File: config.mk
export PLATFORM = sky130hd
export DESIGN_NAME = sxl_ctrl
export DESIGN_NICKNAME = d
export VERILOG_FILES = /design/src/core/sxl_pkg.sv /design/src/core/sxl_ctrl.sv
export SDC_FILE = /design/constraint.sdc
export NUM_CORES = 1
export LEC_CHECK = 0
export ABC_CLOCK_PERIOD_IN_PS = 3200
export BUFFER_PORTS_ARGS = -buffer_cell sky130_fd_sc_hd__buf_2
export CAP_MARGIN = 40
export CORE_MARGIN = 3
export CORE_UTILIZATION = 35
export CTS_BUF_LIST = sky130_fd_sc_hd__clkbuf_8
export CTS_CLUSTER_SIZE = 16
export DETAILED_ROUTE_END_ITERATION = 12
export GPL_TIMING_DRIVEN = 0
export SLEW_MARGIN = 20
export SYNTH_ARGS = -nofsm -noshare
export SYNTH_HDL_FRONTEND = slang
export SYNTH_SLANG_ARGS = --single-unit
File: constraint.sdc
create_clock -name sys_clk_i -period 3.2 [get_ports sys_clk_i]
set_clock_uncertainty 0.2 [all_clocks]
set_input_delay 0.32 -clock sys_clk_i [delete_from_list [all_inputs] [get_ports sys_clk_i]]
set_output_delay 0.32 -clock sys_clk_i [all_outputs]
set_load 0.05 [all_outputs]
File: src/core/sxl_pkg.sv
// package: constants and carriers for the exception and low-power controller
package sxl_pkg;
    // -------------------------------------------------------------------
    // register map (word index on the plain register port)
    // -------------------------------------------------------------------
    localparam logic [3:0] SXL_ADDR_BRK_STAT = 4'h0;  // break_wait_status
    localparam logic [3:0] SXL_ADDR_RST_STAT = 4'h1;  // reset_source_status
    localparam logic [3:0] SXL_ADDR_BRK_CTRL = 4'h2;  // break_flag_control_reg
    localparam logic [3:0] SXL_ADDR_CONFIG = 4'h3;    // config_reg_one

    // field positions
    localparam int SXL_BIT_BRK_WAIT = 1;   // break_wait_flag in break_wait_status
    localparam int SXL_BIT_CLR_EN = 7;     // break_clear_enable
    localparam int SXL_BIT_SHORT_REC = 7;  // short_recovery_select in config
    localparam int SXL_BIT_WDOG_DIS = 0;   // watchdog_disable in config
    // reset_source_status bits
    localparam int SXL_RS_LOW_VOLT = 1;
    localparam int SXL_RS_ILL_ADDR = 3;
    localparam int SXL_RS_ILL_OP = 4;
    localparam int SXL_RS_WDOG = 5;
    localparam int SXL_RS_PIN = 6;
    localparam int SXL_RS_POR = 7;

    // reset values
    localparam logic [7:0] SXL_RST_BRK_STAT = 8'h00;
    localparam logic [7:0] SXL_RST_BRK_CTRL = 8'h00;
    localparam logic [7:0] SXL_RST_CONFIG = 8'h00;
    localparam logic [7:0] SXL_RST_RS_POR = 8'h80;

    // stop recovery counts in oscillator cycles
    localparam int SXL_REC_LONG = 4096;
    localparam int SXL_REC_SHORT = 32;
    localparam logic [3:0] SXL_TRAP_VEC = 4'hf;  // vector code of break/software trap

    // -------------------------------------------------------------------
    // types
    // -------------------------------------------------------------------
    typedef enum logic [4:0] {
        SXL_RUN = 5'b00001,
        SXL_STACK = 5'b00010,
        SXL_WAIT = 5'b00100,
        SXL_STOP = 5'b01000,
        SXL_RECOV = 5'b10000
    } sxl_state_t;

    typedef struct packed {
        logic [3:0] addr;
        logic [7:0] wdata;
        logic wr;
        logic rd;
    } sxl_bus_req_t;

    typedef struct packed {
        logic stack_req;      // start stacking / vector fetch
        logic push_pc_m1;     // hardware entry pushes pc-1
        logic set_mask;       // set the mask at entry
        logic clr_mask;       // wait/stop clears the mask
        logic [3:0] vector;   // latched arbitration constant
        logic cpu_clk_en;
        logic periph_clk_en;
        logic osc_en;
        logic wdog_en;
        logic flag_clr_en;    // peripherals may clear flags
        logic sys_cnt_rst;
    } sxl_cpu_ctl_t;
endpackage

File: src/core/sxl_ctrl.sv
// module: program exception control and low-power sequencing
`timescale 1ns/1ps
// Notes on behaviour
// - entry asks the cpu to stack registers and set mask; return restores
// - interrupt latched and arbitrated into vector; nothing but a reset pre-empts until serviced
// - pending requests checked at instruction end; need mask clear and enable
// - highest priority first; pending at return taken before next instruction
// - entry never stacks the high index byte register
// - software interrupt instruction traps regardless of the mask
// - software interrupt pushes pc, hardware interrupt pushes pc minus one
// - resets beat every interrupt and never take part in arbitration
// - break request forces the cpu to the software interrupt vector
// - in break, flags clearable only with clear enable; stay cleared
// - two-step clears stay blocked through break, work normally after
// - wait or stop clears the mask and stops cpu clocks
// - wait keeps peripheral clocks; enabled interrupt wakes, stack next cycle
// - wait also left by reset or break; break in wait sets flag
// - watchdog enabled and running in wait when disable bit is zero
// - stop resets counter, disables clocks; interrupt exit after recovery time
// - recovery is 4096 oscillator cycles, or 32 with short select
// - counter held reset in stop, times recovery; break idle in stop
// - break wait flag cleared by writing zero, and by reset
// - reading reset source status clears all of its flags
// - power-on reset sets its flag and clears all others
// - other resets set their own flag and leave others alone
// - illegal opcode, illegal fetch and low voltage flags also kept
module sxl_ctrl
    import sxl_pkg::*;
#(
    parameter int NUM_IRQ = 8,
    parameter int REC_LONG = SXL_REC_LONG,
    parameter int REC_SHORT = SXL_REC_SHORT
) (
    input wire logic sys_clk_i,
    input wire logic nrst_i,
    // register port
    input wire logic [3:0] reg_addr_i,
    input wire logic [7:0] reg_wdata_i,
    input wire logic reg_wr_i,
    input wire logic reg_rd_i,
    output logic [7:0] reg_rdata_o,
    // cpu side
    input wire logic instr_done_i,       // current instruction completes
    input wire logic mask_i,             // interrupt mask from condition codes
    input wire logic trap_exec_i,        // software_interrupt_instr executed
    input wire logic wait_exec_i,
    input wire logic stop_exec_i,
    input wire logic service_ack_i,      // cpu finished stacking and vector fetch
    input wire logic brk_i,              // break module request
    input wire logic brk_exit_i,         // break state left
    // peripheral side
    input wire logic [NUM_IRQ-1:0] irq_i,
    input wire logic [NUM_IRQ-1:0] irq_en_i,
    input wire logic periph_clr_req_i,   // peripheral wants to clear a flag
    // reset causes, one-cycle pulses captured into status
    input wire logic por_i,
    input wire logic pin_rst_i,
    input wire logic wdog_rst_i,
    input wire logic ill_op_rst_i,
    input wire logic ill_addr_rst_i,
    input wire logic low_volt_rst_i,
    output sxl_cpu_ctl_t cpu_ctl_o,
    output logic in_break_o,
    output logic flag_clr_ok_o
);
    // -------------------------------------------------------------------
    // state
    // -------------------------------------------------------------------
    typedef struct packed {
        sxl_state_t st;
        logic [12:0] cnt;
        logic [3:0] vec;
        logic is_trap;
        logic brk;
        logic [7:0] brk_stat;
        logic [7:0] rst_stat;
        logic [7:0] brk_ctrl;
        logic [7:0] cfg;
        logic [7:0] rdata;
        logic [2:0] rst_sync;
        logic [2:0] rst_sync2;
        logic [NUM_IRQ-1:0] irq_s1;
        logic [NUM_IRQ-1:0] irq_s2;
        sxl_cpu_ctl_t ctl;
        logic clr_ok;
    } sxl_regs_t;

    sxl_regs_t cur_r;
    sxl_regs_t cur_nxt;

    // lowest index wins: fixed priority, resets never enter here
    function automatic logic [3:0] sxl_pick(input logic [NUM_IRQ-1:0] req);
        logic [3:0] idx;
        idx = 4'h0;
        for (int i = NUM_IRQ - 1; i >= 0; i--) begin
            if (req[i]) begin
                idx = 4'(i);
            end
        end
        return idx;
    endfunction

    logic [NUM_IRQ-1:0] live;
    logic [2:0] rst_pulse;
    logic [12:0] rec_len;

    // -------------------------------------------------------------------
    // next-state logic
    // -------------------------------------------------------------------
    always_comb begin
        cur_nxt = cur_r;
        // watchdog and illegal opcode/address causes arrive from other logic; synchronise those pulses
        cur_nxt.rst_sync = {wdog_rst_i, ill_op_rst_i, ill_addr_rst_i};
        cur_nxt.rst_sync2 = cur_r.rst_sync;
        cur_nxt.irq_s1 = irq_i;
        cur_nxt.irq_s2 = cur_r.irq_s1;
        rst_pulse = cur_r.rst_sync2;
        live = cur_r.irq_s2 & irq_en_i;
        rec_len = cur_r.cfg[SXL_BIT_SHORT_REC] ? 13'(REC_SHORT) : 13'(REC_LONG);
        cur_nxt.ctl.stack_req = 1'b0;
        cur_nxt.ctl.set_mask = 1'b0;
        cur_nxt.ctl.clr_mask = 1'b0;
        cur_nxt.rdata = 8'h00;

        // register writes
        if (reg_wr_i) begin
            case (reg_addr_i)
                SXL_ADDR_BRK_STAT: begin
                    if (!reg_wdata_i[SXL_BIT_BRK_WAIT]) begin
                        cur_nxt.brk_stat[SXL_BIT_BRK_WAIT] = 1'b0;
                    end
                end
                SXL_ADDR_BRK_CTRL: cur_nxt.brk_ctrl = reg_wdata_i & 8'h80;
                SXL_ADDR_CONFIG: cur_nxt.cfg = reg_wdata_i & 8'h81;
                default: ;
            endcase
        end
        // register reads, data stands the next cycle
        if (reg_rd_i) begin
            case (reg_addr_i)
                SXL_ADDR_BRK_STAT: cur_nxt.rdata = cur_r.brk_stat;
                SXL_ADDR_RST_STAT: begin
                    cur_nxt.rdata = cur_r.rst_stat;
                    cur_nxt.rst_stat = 8'h00;
                end
                SXL_ADDR_BRK_CTRL: cur_nxt.rdata = cur_r.brk_ctrl;
                SXL_ADDR_CONFIG: cur_nxt.rdata = cur_r.cfg;
                default: cur_nxt.rdata = 8'h00;
            endcase
        end
        // non-power-on causes add their flag; set wins over read clear
        if (pin_rst_i) cur_nxt.rst_stat[SXL_RS_PIN] = 1'b1;
        if (rst_pulse[2]) cur_nxt.rst_stat[SXL_RS_WDOG] = 1'b1;
        if (rst_pulse[1]) cur_nxt.rst_stat[SXL_RS_ILL_OP] = 1'b1;
        if (rst_pulse[0]) cur_nxt.rst_stat[SXL_RS_ILL_ADDR] = 1'b1;
        if (low_volt_rst_i) cur_nxt.rst_stat[SXL_RS_LOW_VOLT] = 1'b1;

        // break tracking; break never stirs while stopped
        if (brk_i && cur_r.st != SXL_STOP) begin
            cur_nxt.brk = 1'b1;
        end else if (brk_exit_i) begin
            cur_nxt.brk = 1'b0;
        end

        // sequencer
        case (cur_r.st)
            SXL_RUN: begin
                cur_nxt.cnt = cur_r.cnt + 13'd1;
                if (instr_done_i) begin
                    if (brk_i) begin
                        cur_nxt.vec = SXL_TRAP_VEC;
                        cur_nxt.is_trap = 1'b1;
                        cur_nxt.st = SXL_STACK;
                    end else if (trap_exec_i) begin
                        cur_nxt.vec = SXL_TRAP_VEC;
                        cur_nxt.is_trap = 1'b1;
                        cur_nxt.st = SXL_STACK;
                    end else if (stop_exec_i) begin
                        cur_nxt.ctl.clr_mask = 1'b1;
                        cur_nxt.cnt = 13'd0;
                        cur_nxt.st = SXL_STOP;
                    end else if (wait_exec_i) begin
                        cur_nxt.ctl.clr_mask = 1'b1;
                        cur_nxt.st = SXL_WAIT;
                    end else if (!mask_i && |live) begin
                        cur_nxt.vec = sxl_pick(live);
                        cur_nxt.is_trap = 1'b0;
                        cur_nxt.st = SXL_STACK;
                    end
                end
            end
            SXL_STACK: begin
                // latched vector holds until the cpu acknowledges
                cur_nxt.ctl.stack_req = 1'b1;
                cur_nxt.ctl.set_mask = 1'b1;
                if (service_ack_i) begin
                    cur_nxt.ctl.stack_req = 1'b0;
                    cur_nxt.st = SXL_RUN;
                end
            end
            SXL_WAIT: begin
                cur_nxt.cnt = cur_r.cnt + 13'd1;
                if (brk_i) begin
                    cur_nxt.brk_stat[SXL_BIT_BRK_WAIT] = 1'b1;
                    cur_nxt.vec = SXL_TRAP_VEC;
                    cur_nxt.is_trap = 1'b1;
                    cur_nxt.st = SXL_STACK;
                end else if (|live) begin
                    cur_nxt.vec = sxl_pick(live);
                    cur_nxt.is_trap = 1'b0;
                    cur_nxt.st = SXL_STACK;
                end
            end
            SXL_STOP: begin
                cur_nxt.cnt = 13'd0;
                if (|live) begin
                    cur_nxt.vec = sxl_pick(live);
                    cur_nxt.is_trap = 1'b0;
                    cur_nxt.st = SXL_RECOV;
                end
            end
            SXL_RECOV: begin
                // counter times recovery before stacking
                cur_nxt.cnt = cur_r.cnt + 13'd1;
                if (cur_r.cnt >= rec_len - 13'd1) begin
                    cur_nxt.cnt = 13'd0;
                    cur_nxt.st = SXL_STACK;
                end
            end
            default: cur_nxt.st = SXL_RUN;
        endcase

        // clocks, watchdog and flag protection
        cur_nxt.ctl.vector = cur_nxt.vec;
        cur_nxt.ctl.push_pc_m1 = !cur_nxt.is_trap;
        cur_nxt.ctl.cpu_clk_en = !(cur_nxt.st inside {SXL_WAIT, SXL_STOP, SXL_RECOV});
        cur_nxt.ctl.periph_clk_en = !(cur_nxt.st inside {SXL_STOP, SXL_RECOV});
        cur_nxt.ctl.osc_en = (cur_nxt.st != SXL_STOP);
        cur_nxt.ctl.wdog_en = !cur_r.cfg[SXL_BIT_WDOG_DIS] && cur_nxt.ctl.periph_clk_en;
        cur_nxt.ctl.sys_cnt_rst = (cur_nxt.st == SXL_STOP);
        // a blocked first step stays blocked: peripherals gate both steps
        cur_nxt.clr_ok = !cur_nxt.brk || cur_r.brk_ctrl[SXL_BIT_CLR_EN];
        cur_nxt.ctl.flag_clr_en = cur_nxt.clr_ok && periph_clr_req_i;
    end

    // -------------------------------------------------------------------
    // registers; resets beat all interrupt activity
    // -------------------------------------------------------------------
    always_ff @(posedge sys_clk_i or negedge nrst_i) begin
        if (!nrst_i) begin
            cur_r <= '0;
            cur_r.st <= SXL_RUN;
            cur_r.brk_stat <= SXL_RST_BRK_STAT;
            cur_r.brk_ctrl <= SXL_RST_BRK_CTRL;
            cur_r.cfg <= SXL_RST_CONFIG;
            cur_r.ctl.cpu_clk_en <= 1'b1;
            cur_r.ctl.periph_clk_en <= 1'b1;
            cur_r.ctl.osc_en <= 1'b1;
            cur_r.clr_ok <= 1'b1;
        end else if (por_i) begin
            cur_r.rst_stat <= SXL_RST_RS_POR;
            cur_r.st <= SXL_RUN;
            cur_r.ctl.stack_req <= 1'b0;
            cur_r.brk_stat <= SXL_RST_BRK_STAT;
        end else begin
            cur_r <= cur_nxt;
        end
    end

    // high index byte is never part of the stack frame requested
    assign reg_rdata_o = cur_r.rdata;
    assign cpu_ctl_o = cur_r.ctl;
    assign in_break_o = cur_r.brk;
    assign flag_clr_ok_o = cur_r.clr_ok;
endmodule

==> results <==
- After layout, the minimum clock period comes to 2855 ps.
- The synthesized design spends more area on one cell type than any other, namely dfrtp_1.
- Traced cell by cell, the critical path runs through ha_1 -> a21o_1 -> a211o_1 -> a211oi_1 -> mux2i_4 -> nor2_2 -> mux2_2.
- TritonCTS built the clock tree.
- The residual antenna-violating net count after detailed routing is 0.
- The area growth from synthesis to layout is 23.24%.
- By startpoint and endpoint, the worst setup path is classified as reg2reg.
- The half-perimeter wire length of the detailed placement result is 6927 microns.
- The fraction of final layout cells with drive strength greater than 1 is 30.66%.
- Setup violations remaining at the end of the flow were counted as 0.
- The synthesized-area fraction occupied by adder cells is 2.558%.
- The initial utilization of the core area, before any placement, comes to 36.92%.
- The post-synthesis cell area is 3914 sq um.
- The required time reported for the critical path endpoint is between 3000 and 4000 ps.
- The cell at the slowest stage of the critical path is a211oi_1.
- The initial antenna violation count was 0.
- Derived from the worst setup path, the maximum achievable clock frequency is roughly 350 MHz.
- The hold violation count in the final report is 0.
- The H-tree generated during clock tree synthesis spans 3 levels.
- The number of antenna diodes in the final layout is 0.
- In the routed layout, each cell is associated on average with a via count of 5.125.
- Setup repair after global routing left no endpoint under its margin.
- The core area is 10,600 sq um.
- The filler cells instantiated in the layout total 1,033.
- The later pin in the worst-skew pair is clocked with a latency of 360 ps.
- By area, the combinational part of the netlist is dominated by simple AND/OR/NAND/NOR gates.
- The async set or reset register ratio after synthesis is 100.0%.
- Counting every sink on the clock net gives 74.
- The share of cell area taken by muxes after synthesis is approximately 9.7%.
- The final non-filler cell area is between 4000 and 5000 sq um.
- The first global-routing pass estimated 15,750 microns of wire.
- The final route contains 3,188 vias.
- The placed instances occupy a cell area of 4429 sq um.
- After the last flow step, the layout net total stands at 537.
- The sum of routed wire length over all layers is roughly 9300 microns.
- The mean instance size in the synthesized netlist is 10.04 sq um.
- The via count of the first global-routing pass is 3,276.
- The maximum number of pins on one net before global-route repair is 53.
- The number of buffers and inverters on the critical path is 0.
- Setup total negative slack on the finished layout was measured at 0 ps.
- The top-level I/O count is 71.
- The maximum net fanout on the critical path is 9.
- The number of instances in the synthesized netlist is 390.
- Measured along the y axis, the die boundary spans around 110 microns.
- Counting flops with a built-in enable in the synthesized netlist gives 0.
- Global routing finished with a remaining overflow of 0.
- At the end of routability-driven placement, the weighted congestion stood at 0.8604.
- In the synthesized netlist the dominant register cell turns out to be dfrtp_1.
- The number of standard-cell rows in the floorplan is 37.
- The average routed wire per standard cell is 14.94 microns.
- Headroom to the max-slew limit came out at 55.91%.
- The power per cell area is 541.5 nW/um^2.
- The floorplan step set the die width to 111.7 microns.
- The remaining design rule violation count is 0.
- The maximum cell stage delay along the critical path is 530 ps.
- The compound-cell area share of the yosys netlist is 16.72%.
- The number of input and output port buffers inserted is 63.
- Dividing the final minimum period by the clock period gives 89.23%.
- The worst ir drop on vdd is 303.8 uV.
- The clock passes through at most 2 buffers.
- The die area is about 12,000 sq um.
- The count of state elements after synthesis is 74.
- The worst hold path belongs to the class in2reg.
- Sequential cells were found to cover 47.47% of the synthesized design area.
- The synthesized netlist devotes 0.2238% of its cell area to XOR and XNOR gates.
- The number of max-slew violations in the final report is 0.
- The number of iterations in the first detailed-routing pass is 5.
- Max-cap violations in this run came to 0.
- The number of buffers created by CTS is 9.
- The global router's overall resource usage is about 15%.
- Ranked by total cell area, the synthesized netlist is headed by dfrtp_1 44%, mux2_2 8.6%, buf_4 4.2%, nand2_1 4.2%, o21ai_0 3.8%.
- The worst-margin pin slew is 661.3 ps.
- In the final layout, the multi-input gates occupy 1802 sq um.
- In the final layout, flip-flops and latches occupy 1858 sq um.
- Once layout is complete, the utilization of the core stands at 45.50%.
- In this run the static leakage power is 2.248 nW.
- The share of the synthesized area in the top cell type is 44.12%.
- The detailed router finished its first iteration with 231 violations.
- The post-synth net total is around 450.
- The count of unique library cells instantiated by Yosys is between 50 and 60.
- The run finished with clean final reports.
- In this design, the largest share of critical-path delay is due to compound AO/OA/AOI/OAI gates.
- The worst setup path is captured at a register.
- The tree is rooted in a clkbuf_8.
- The data arrival at the endpoint of the critical path is 2950 ps.
- The clock-pin slew of the registers on the worst-case setup and hold paths is around 80 ps.
- The synthesized netlist devotes 16.72% of its cell area to simple gates.
- The number of warnings reported in the yosys synthesis log is 0.
- The worst hold slack across all endpoints is around 18 ps.
- The sort of element at the start of the critical path is a register.
-- through the flow --
| step | instances | setup WS (ps) | total power, mW |
|---|---|---|---|
| final | 622 | 344.8 | 2.612 |
| after global routing | 622 | 136.8 | 2.760 |
| after CTS | 622 | 287.9 | 2.640 |
| after detailed placement | 590 | 323.2 | 1.794 |
| after global placement | 589 | 378.2 | 1.770 |
| after floorplan | 390 | 760.3 | 1.608 |
-- report_power, final --
part / switching (mW) / internal [mW] / total [mW] / leakage (nW)
clock network: 0.363 / 0.463 / 0.825 / 0.113
logic: 0.357 / 0.264 / 0.621 / 1.22
registers: 0.107 / 1.06 / 1.17 / 0.913
total: 0.827 / 1.78 / 2.61 / 2.25
-- cells in the final DEF, fill, tap and decap left out, types with 4 or more instances in the layout --
master and instances:
mux2_2 30, o21ai_0 30, dfstp_2 5, clkbuf_1 10, buf_4 23, dlygate4sd3_1 17
o21ai_1 4, nand3_1 9, nor3_1 8, a22oi_1 6, nand2b_1 6, nand2_1 44
nor2b_1 6, and3_1 9, or3_1 5, ha_1 8, a21oi_1 21, a21o_1 5
a22o_1 7, nand4_1 4, buf_2 64, dfrtp_1 69, nor2_1 23, inv_1 8
clkbuf_8 10
-- Yosys cell counts, types with 3 or more instances --
library cell	instances
clkbuf_1	10
nand4_1	4
inv_1	8
o21ai_0	30
and3_1	9
nand2_1	44
mux2_2	30
nand2b_1	6
dfstp_2	5
nor3_1	8
a22o_1	7
buf_4	22
a21o_1	5
a22oi_1	6
dfrtp_1	69
ha_1	8
or3_1	5
and2_1	3
a211oi_1	3
a32o_1	3
nand3_1	9
nor2b_1	6
a21oi_1	21
nor2_1	23
o21ai_1	4
-- path summary, 6_finish.rpt --
check | slack (ps) | depth (start not counted) | endpoint | start
hold reg to reg | 270 | 2 | cpu_ctl_o[4]$_DFFE_PN1N_ | cpu_ctl_o[4]$_DFFE_PN1N_
max in group asynchronous | 1990 | 3 | cpu_ctl_o[3]$_DFFE_PN1N_ | nrst_i
setup / recovery | 340 | 7 | cur_r[83]$_DFFE_PN0P_ | cur_r[52]$_DFFE_PN0P_
min in group asynchronous | 200 | 2 | cur_r[95]$_DFFE_PN0P_ | nrst_i
hold / removal | 20 | 3 | cur_r[67]$_DFFE_PN0P_ | pin_rst_i
setup reg to reg | 340 | 7 | cur_r[83]$_DFFE_PN0P_ | cur_r[52]$_DFFE_PN0P_
-- repair_timing --
action / 4_1_cts / 5_1_grt
setup buffers: 0 / 0
hold buffers: 17 / 0
hold endpoints to repair: 38 / 0
resized for setup: 0 / 0
-- routing by layer --
layer | track usage (%) | up-vias | part of all wire, %
met5 | 0 | - | 0
met4 | 4.461 | 0 | 0.55
met3 | 4.728 | 6 | 5.5
met2 | 26.18 | 73 | 51
met1 | 19.12 | 1538 | 43
li1 | - | 1571 | -
-- logic make-up after synthesis --
logic type,Yosys count
and+or+nand+nor,130
AOI/OAI and AO/OA,100
DFF,74
buffers and inverters,43
muxes,33
adders and majority gates,8
other,1
xor gates and xnor gates,1
-- worst min-delay path, cell delays in order --
cell	delay (ps)
buf_2	80
a21oi_1	30
nor2_1	90
-- state kept, by name, summed over array words and instances (netlist names) --
register	count
cpu_ctl_o	14
cur_nxt	11
cur_r	37
flag_clr_ok_o	1
in_break_o	1
reg_rdata_o	7
rst_pulse	3
-- cell type report --
class	count	share of cell area (%)
repair buffers	81	10.69
flip-flops and latches	74	38.52
clock buffers	10	2.853
clock inverters	5	1.790
plain buffers	35	4.643
multi-input cells	273	37.35
inverters	8	0.6226
well taps	136	3.528
No activity file was read; power rests on OpenSTA's default activity.
